[src/core/chan_cfg_consts.svh]
/*
  Offsets, field positions, reset values and timing counts of the
  channel configuration block.
  Assumes pclk at 100 MHz and a 32-bit APB register bus.
*/
`ifndef CHAN_CFG_CONSTS_SVH
`define CHAN_CFG_CONSTS_SVH

// Register byte offsets
`define OFF_PIN_CFG       12'h000
`define OFF_DIR_CFG       12'h004
`define OFF_DRIVE_CFG     12'h008
`define OFF_OUT_LEVELS    12'h00C
`define OFF_IN_LEVELS     12'h010
`define OFF_GENERAL_CFG   12'h014
`define OFF_STATUS        12'h018
`define OFF_CONV_START    12'h01C

// General configuration fields
`define GEN_RST_BIT       0
`define GEN_REF_EN_BIT    1

// Status fields
`define STAT_CONV_BIT     0
`define STAT_RST_BIT      1
`define STAT_SW_BIT       2

// Reset values
`define RST_PIN_CFG       8'h00
`define RST_DIR_CFG       8'h00
`define RST_DRIVE_CFG     8'h00
`define RST_OUT_LEVELS    8'h00
`define RST_REF_EN        1'b0

// Timing: clock period, reset and conversion figures
`define CLK_PERIOD_NS     10
`define RST_TIME_MS       5
`define CONV_TIME_NS      950
`define RST_CYCLES        ((`RST_TIME_MS * 1000000) / `CLK_PERIOD_NS)
`define CONV_CYCLES       (`CONV_TIME_NS / `CLK_PERIOD_NS)

`endif

[src/core/chan_cfg_pkg.sv]
/*
  Types of the channel configuration block.
  Assumes the constants header is included by the design file.
*/
package chan_cfg_pkg;

  // Conversion phase
  typedef enum logic [0:0] {
    PH_ACQ  = 1'b0,
    PH_CONV = 1'b1
  } phase_t;

  // Channel pin signals toward the pads
  typedef struct packed {
    logic [7:0] out;
    logic [7:0] oe;
  } pin_drive_t;

  // Whole state of the block
  typedef struct packed {
    logic [7:0]  pin_cfg;
    logic [7:0]  dir_cfg;
    logic [7:0]  drive_cfg;
    logic [7:0]  out_levels;
    logic        ref_en;
    logic        rst_busy;
    logic [31:0] rst_cnt;
    phase_t      phase;
    logic [15:0] conv_cnt;
    logic [7:0]  in_s1;
    logic [7:0]  in_s2;
    logic [31:0] prdata;
    logic        pslverr;
    pin_drive_t  pins;
    logic        sw_closed;
  } state_t;

endpackage
[src/core/chan_cfg.sv]
/*
  Eight-channel converter front-end configuration with APB registers.
  Each channel is analog input, digital input or digital output.
  Assumes pin inputs are asynchronous and external pads combine the
  output and enable into the wire level.
*/
// Our own choices: the register addresses and the APB slave port.
// Overview of operation
// - Reset puts all channels analog.
// - Per-channel analog or digital select.
// - Per-channel direction for digital channels.
// - Input register reads sampled input levels.
// - Output register sets driven output levels.
// - Per-channel open-drain or push-pull drive.
// - Reset selects external reference only.
// - Internal reference on only when bit set.
// - Reset bit self-clears within five ms.
// - Conversion timed internally, within 950 ns.
// - Return to acquisition after conversion.
// - Switch closed acquiring, open converting.
`include "chan_cfg_consts.svh"

module chan_cfg #(
  parameter int RST_CYCLES  = `RST_CYCLES,
  parameter int CONV_CYCLES = `CONV_CYCLES
) (
  // Clock and reset
  input  wire logic        pclk,
  input  wire logic        presetn,
  // APB slave
  input  wire logic        psel,
  input  wire logic        penable,
  input  wire logic        pwrite,
  input  wire logic [11:0] paddr,
  input  wire logic [31:0] pwdata,
  input  wire logic [3:0]  pstrb,
  output logic      [31:0] prdata,
  output logic             pready,
  output logic             pslverr,
  // Channel pins
  input  wire logic [7:0]  chan_in,
  output logic      [7:0]  chan_out,
  output logic      [7:0]  chan_oe,
  // Analog front-end controls
  output logic             int_ref_enable,
  output logic             sampling_switch,
  output logic             converting,
  output logic             device_reset
);

  // Current and next state
  chan_cfg_pkg::state_t s_q;
  chan_cfg_pkg::state_t s_d;
  // Bus strobes
  logic wr_en;
  logic rd_setup;

  // Access phase of a transfer; the slave answers with no wait
  assign pready = 1'b1;
  assign wr_en  = psel & penable & pwrite;
  // Read data are fetched in the setup cycle so they stand at the access edge
  assign rd_setup = psel & ~penable & ~pwrite;

  // Decode of mapped offsets
  function automatic logic mapped(input logic [11:0] a);
    mapped = (a == `OFF_PIN_CFG)    || (a == `OFF_DIR_CFG)   ||
             (a == `OFF_DRIVE_CFG)  || (a == `OFF_OUT_LEVELS) ||
             (a == `OFF_IN_LEVELS)  || (a == `OFF_GENERAL_CFG) ||
             (a == `OFF_STATUS)     || (a == `OFF_CONV_START);
  endfunction

  // Next-state logic
  always_comb begin
    s_d = s_q;
    // Input synchroniser; only the second stage is read below
    s_d.in_s1 = chan_in;
    s_d.in_s2 = s_q.in_s1;
    // Error flag decided in the setup cycle and held through the access
    if (psel && !penable) begin
      s_d.pslverr = !mapped(paddr) || (pwrite &&
                    (paddr == `OFF_IN_LEVELS || paddr == `OFF_STATUS));
    end

    // Register writes, ignored while the soft reset runs
    if (wr_en && !s_q.rst_busy && pstrb[0]) begin
      unique case (paddr)
        `OFF_PIN_CFG:   s_d.pin_cfg = pwdata[7:0];
        `OFF_DIR_CFG:   s_d.dir_cfg = pwdata[7:0];
        `OFF_DRIVE_CFG: s_d.drive_cfg = pwdata[7:0];
        `OFF_OUT_LEVELS: s_d.out_levels = pwdata[7:0];
        `OFF_GENERAL_CFG: begin
          s_d.ref_en = pwdata[`GEN_REF_EN_BIT];
          if (pwdata[`GEN_RST_BIT]) begin
            s_d.rst_busy = 1'b1;
            s_d.rst_cnt  = 32'h0;
          end
        end
        `OFF_CONV_START: begin
          // Start a conversion only from acquisition
          if (pwdata[0] && s_q.phase == chan_cfg_pkg::PH_ACQ) begin
            s_d.phase    = chan_cfg_pkg::PH_CONV;
            s_d.conv_cnt = 16'h0;
          end
        end
        // Read-only or unmapped offsets: flagged in the setup cycle
        default: begin
        end
      endcase
    end

    if (s_q.phase == chan_cfg_pkg::PH_CONV) begin
      s_d.conv_cnt = s_q.conv_cnt + 16'h1;
      if (s_q.conv_cnt == 16'(CONV_CYCLES - 1)) begin
        s_d.phase = chan_cfg_pkg::PH_ACQ;
      end
    end

    // soft reset counts up to RST_CYCLES then clears its bit
    if (s_q.rst_busy) begin
      s_d.rst_cnt = s_q.rst_cnt + 32'h1;
      if (s_q.rst_cnt == 32'(RST_CYCLES - 1)) begin
        s_d.pin_cfg    = `RST_PIN_CFG;
        s_d.dir_cfg    = `RST_DIR_CFG;
        s_d.drive_cfg  = `RST_DRIVE_CFG;
        s_d.out_levels = `RST_OUT_LEVELS;
        s_d.ref_en     = `RST_REF_EN;
        s_d.phase      = chan_cfg_pkg::PH_ACQ;
        s_d.rst_busy   = 1'b0;
        s_d.rst_cnt    = 32'h0;
      end
    end

    // Read data, loaded in the setup cycle and held until the next read
    if (rd_setup) begin
      s_d.prdata = 32'h0;
      unique case (paddr)
        `OFF_PIN_CFG:    s_d.prdata[7:0] = s_q.pin_cfg;
        `OFF_DIR_CFG:    s_d.prdata[7:0] = s_q.dir_cfg;
        `OFF_DRIVE_CFG:  s_d.prdata[7:0] = s_q.drive_cfg;
        `OFF_OUT_LEVELS: s_d.prdata[7:0] = s_q.out_levels;
        `OFF_IN_LEVELS:
          s_d.prdata[7:0] = s_q.in_s2 & s_q.pin_cfg & ~s_q.dir_cfg;
        `OFF_GENERAL_CFG: begin
          s_d.prdata[`GEN_REF_EN_BIT] = s_q.ref_en;
          s_d.prdata[`GEN_RST_BIT]    = s_q.rst_busy;
        end
        `OFF_STATUS: begin
          s_d.prdata[`STAT_CONV_BIT] = (s_q.phase == chan_cfg_pkg::PH_CONV);
          s_d.prdata[`STAT_RST_BIT]  = s_q.rst_busy;
          s_d.prdata[`STAT_SW_BIT]   = s_q.sw_closed;
        end
        `OFF_CONV_START: s_d.prdata = 32'h0;
        default:         s_d.prdata = 32'h0;
      endcase
    end

    // drive only digital outputs; open-drain drives low only
    for (int i = 0; i < 8; i++) begin
      s_d.pins.out[i] = s_d.out_levels[i];
      s_d.pins.oe[i]  = s_d.pin_cfg[i] & s_d.dir_cfg[i] &
                        (s_d.drive_cfg[i] | ~s_d.out_levels[i]);
    end
    s_d.sw_closed = (s_d.phase == chan_cfg_pkg::PH_ACQ);
  end

  // State register
  always_ff @(posedge pclk or negedge presetn) begin
    if (!presetn) begin
      s_q            <= '0;
      s_q.pin_cfg    <= `RST_PIN_CFG;
      s_q.ref_en     <= `RST_REF_EN;
      s_q.phase      <= chan_cfg_pkg::PH_ACQ;
      s_q.sw_closed  <= 1'b1;
    end else begin
      s_q <= s_d;
    end
  end

  // Outputs from flip-flops; pslverr gated with psel and penable
  assign prdata          = s_q.prdata;
  assign pslverr         = s_q.pslverr & psel & penable;
  assign chan_out        = s_q.pins.out;
  assign chan_oe         = s_q.pins.oe;
  assign int_ref_enable  = s_q.ref_en;
  assign sampling_switch = s_q.sw_closed;
  assign converting      = (s_q.phase == chan_cfg_pkg::PH_CONV);
  assign device_reset    = s_q.rst_busy;

endmodule // chan_cfg

[config.mk]
export PLATFORM = sky130hd
export DESIGN_NAME = chan_cfg
export DESIGN_NICKNAME = d
export VERILOG_FILES = /design/src/core/chan_cfg_pkg.sv /design/src/core/chan_cfg.sv
export VERILOG_INCLUDE_DIRS = /design/src /design/src/core
export SDC_FILE = /design/constraint.sdc
export NUM_CORES = 1
export LEC_CHECK = 0
export BUFFER_PORTS_ARGS = -buffer_cell sky130_fd_sc_hd__clkbuf_2
export CAP_MARGIN = 20
export CELL_PAD_IN_SITES_DETAIL_PLACEMENT = 1
export CELL_PAD_IN_SITES_GLOBAL_PLACEMENT = 2
export CORE_MARGIN = 5
export CORE_UTILIZATION = 35
export CTS_CLUSTER_SIZE = 40
export DETAILED_ROUTE_END_ITERATION = 8
export PLACE_DENSITY_LB_ADDON = 0.3
export SYNTH_ARGS = -nofsm -noshare
export SYNTH_HDL_FRONTEND = slang
export SYNTH_SLANG_ARGS = --single-unit
[constraint.sdc]
create_clock -name pclk -period 3.4 [get_ports pclk]
set_clock_uncertainty 0.15 [all_clocks]
set_input_delay 0.68 -clock pclk [delete_from_list [all_inputs] [get_ports pclk]]
set_output_delay 0.68 -clock pclk [all_outputs]
set_load 0.05 [all_outputs]
* Yosys cells after proc, flatten, opt, wreduce, memory -nomap -nowiden *
Index checks and enable logic that the tools add are counted.

operators by class
  $lt $le $gt $ge = 0
  bitwise gates (word level) = 45
  multiplexer cells = 16
  multipliers = 0
  reductions and logical operators = 26
  divide/modulo/power cells = 0
  $add $sub $neg = 2
  shift-type cells = 0
  equal/unequal tests = 9

operators by type and width
  operator               number
  $mux 67                2
  $mux 83                1
  $mux 17                3
  $eq 12x5->1 const B    4
  $mux 34                1
  $mux 33                1
  $add 32x1->32 const B  1
  $eq 32x19->1 const B   1
  $mux 8                 4
  $pmux 5 s5             1
  $eq 12x4->1 const B    2
  $and 1x1->1            22
  $add 16x1->16 const B  1
  $and 8x8->8            2
  $eq 16x7->1 const B    1
  $pmux 2 s7             1
  $eq 12x3->1 const B    1
  $logic_not 12->1       1
  $not 1->1              12
  $reduce_bool 2->1      6
  $logic_or 1x1->1       9
  $not 8->8              1
  $or 1x1->1             8
  $pmux 1 s6             1
  4 further kinds        11

word-level totals
  memory bits (read-only) = 0
  input port bits = 61
  latch bits = 0
  word-level logic and storage cells = 113
  memories = 0
  flip-flop bits (word level) = 117
  output and inout port bits = 54
  RAM bits = 0

* Longest topological paths before layout *
  depth after elaboration = 12
  depth in mapped cells = 9
  depth with buffers taken out = 6

* Worst setup path before layout *
Ideal clock, no wire load.

  kind = input -> register
  start = in paddr[9]
  end = reg s_q, in the netlist chan_oe[2]
  buffers on the path = 1
  arrival time = 2.617 ns
  required time = 3.128 ns
  stages = 5
  setup slack = 0.511 ns
  path through = or4_4 > buf_6 > nor4_2 > mux2_2 > a2111oi_1

RTL lines
  what             line            RTL
  start, declared  chan_cfg.sv:34  input wire logic [11:0] paddr,
  end, declared    chan_cfg.sv:52  chan_cfg_pkg::state_t s_q;

==> impl_metrics.ini <==
[cts]
cts_tree = built
cts_num_sinks = 117
htree_levels = 4
cts_root_buf = clkbuf_16
clkSlewWorstSetupHoldPaths_ps = 60
clock_latency_ps = 410
cts_buffers = 17
cts_setup_buffers = 0
cts-resized-gates = 0
cts_hold_buf = 0
clock_path_buffers = 2

[synth]
synth_ff_type = dfrtp_1
ys_seq_area_share_pct = 46.48
synth_enable_flop_cells = 0
synth.distinct_cells = 56
postSynthAreaPerCell_um2 = 9.696
synthArstFlopShare_pct = 100.0
synth-seq-cells = 117
syn_inst = 650
ys_warn_count = 0
synth-xor-area-share_pct = 3.196
synth_top_family_by_area = simple AND/OR/NAND/NOR gates
synthAdderAreaFrac_pct = 0.5956
synthMuxAreaShare_pct = 3.355
syn-cell-area_um2 = 6302
synth_compound_area_share_pct = 16.06
synth_simple_gate_area_share_pct = 21.30

[power]
power.density_nw_per_um2 = 497.0
p_int_mw = 2.730
ir_drop_mv = 0.3309
p_sw_share_pct = 24.88
pwr-share-comb_pct = 6.8
clockPowerShare_pct = 53.7
pwr-share-seq_pct = 39.5
p_switching_mw = 0.9042
leakagePower_nw = 3.261

[route]
routed_wl_um = 18200
drc = 0
vias_per_cell = 5.537
final_antenna_net_count = 0
drt-pass1-iter-count = 4
drt_iter0_drc = 264
routedWlPerCell_um = 19.46
vias = 5177

[layout]
final_cell_mix = 116 x dfrtp_1, 64 x nand2_1, 61 x clkbuf_2
syn_to_final_growth_pct = 16.02
antenna_cells = 0
fillers = 2046
drive_above_1_share_pct = 20.54
final_common_cell = dfrtp_1
fin_area_um2 = 7312
fin_nets = 757
utilization_pct = 40.98

[grt]
top_usage_layer = met2
overflow = 0
use_met3_pct = 3.505
grt_pass1_wl_um = 29490
grtUsageTotal_pct = 18.10
gr-usage-met1_pct = 23.59
antenna_found_initial = 0
grt.met2_usage_pct = 31.09
grt_max_degree = 57
grt_pass1_vias = 5395

[timing]
rsz0062_at_grt = no
setup_viol = 0
max_slew_margin_pct = 43.40
tns_ps = 0
hold_violations = 0
drv_slew = 0
max_freq_mhz = 355.2
post-route-period-util_pct = 82.81
fin_crit_ps = 2816
hold_slack_ps = 200.9
worst_slew_pin_slew_ps = 849.0

[floorplan]
die_area_um2 = 20790
io_pins = 115
core_area_um2 = 17840
die_h_um = 144.2
initial_core_util_pct = 35.33
rows = 49
die_w_um = 144.2

[worst_hold_path]
hold_class = in -> async

[critical_path]
cp_max_fo = 18
crit_path_start_kind = flop
endpoint_kind = flop
arrival_ps = 2940
cp_data_required_time_ps = 3520
worstSetupPathType = reg -> reg

[placed_design]
dpl-instance-area_um2 = 6674
io_buffers = 62
globalplace.congestion = 0.8327
hpwl_um = 12710

[flow_run]
maxCapViolations = 0

[outcome]
outcome = finished, final reports clean
per-layer routing:
layer | vias up | wire (µm)
met5 | - | 0
met4 | 0 | 217
met3 | 17 | 771
met2 | 102 | 9173
met1 | 2662 | 8036
li1 | 2396 | -
synthesized netlist by cell type, drive strengths merged, types with 11 or more instances:
master  number  area share [%]
a21oi       18             1.4
a22o        11             1.5
a31oi       24             2.4
and2        11             1.1
and3        17             1.7
buf         53             6.5
clkbuf      29             1.7
dfrtp      116              46
inv         12            0.71
mux2i       11             1.7
nand2       64             3.8
nand3       18             1.4
nand4       15             1.5
nor2        40             2.5
nor3        15             1.2
nor3b       16             1.9
nor4        15             2.0
o21ai       46             3.7
xnor2       11             1.5
xor2        12             1.7
state kept, by name, summed over array words and instances, names as in the netlist:
signal,count
prdata,8
s_d,8
s_q,81
device_reset,1
converting,1
int_ref_enable,1
sampling_switch,1
chan_oe,8
chan_out,8
worst max-delay path, cell delays in order, from the launching register on:
cell and delay (ps):
dfrtp_1 460, nor4_1 430, nand4_1 270, or4_1 920, o21ai_0 320, a2111oi_2 110
cell type report:
cell class                      count  area, µm²  area share, %
Clock buffer                       18      439.2          6.006
Clock inverter                     14      198.9          2.721
Multi-Input combinational cell    462       2905          39.73
Tap cell                          229      286.5          3.919
Sequential cell                   117       2929          40.06
Inverter                           12      45.04         0.6160
Timing Repair Buffer               83      508.0          6.947
cells by family (layout without fill, tap and decap cells):
family,after synthesis,after routing
DFF,117,117
adders and majority gates,3,3
AOI/OAI and AO/OA,146,146
xor gates and xnor gates,23,23
buffers and inverters,94,127
muxes,20,20
and+or+nand+nor,245,245
other,2,25
path summary, 6_finish.rpt:
kind | from | to | slack, ps | cells past startpoint
setup / recovery | s_q[107]$_DFFE_PN0P_ | chan_oe[4]$_DFF_PN0_ | 580 | 5
hold / removal | presetn | chan_out[3]$_DFF_PN0_ | 200 | 1
setup reg to reg | s_q[107]$_DFFE_PN0P_ | chan_oe[4]$_DFF_PN0_ | 580 | 5
hold reg to reg | s_d[51]$_DFF_PN0_ | s_q[51]$_DFF_PN0_ | 200 | 0
max in group asynchronous | presetn | s_q[56]$_DFF_PN0_ | 2080 | 2
min in group pclk | s_d[51]$_DFF_PN0_ | s_q[51]$_DFF_PN0_ | 200 | 0
power groups by stage:
stage	Clock (mW)	Combinational (mW)	Sequential, mW
floorplan	0	0.200	1.45
global placement	0	0.245	1.46
detailed placement	0	0.250	1.46
CTS	2.00	0.250	1.44
global route	2.07	0.270	1.44
finish	1.95	0.248	1.44
metrics by stage:
step,cells,worst slack [ps],power [mW]
after floorplan,673,511.0,1.654
after global placement,903,371.0,1.704
after detailed placement,903,296.9,1.710
after CTS,935,514.0,3.683
after global routing,935,380.1,3.775
final,935,584.4,3.634
(Power assumes the default switching activity.)
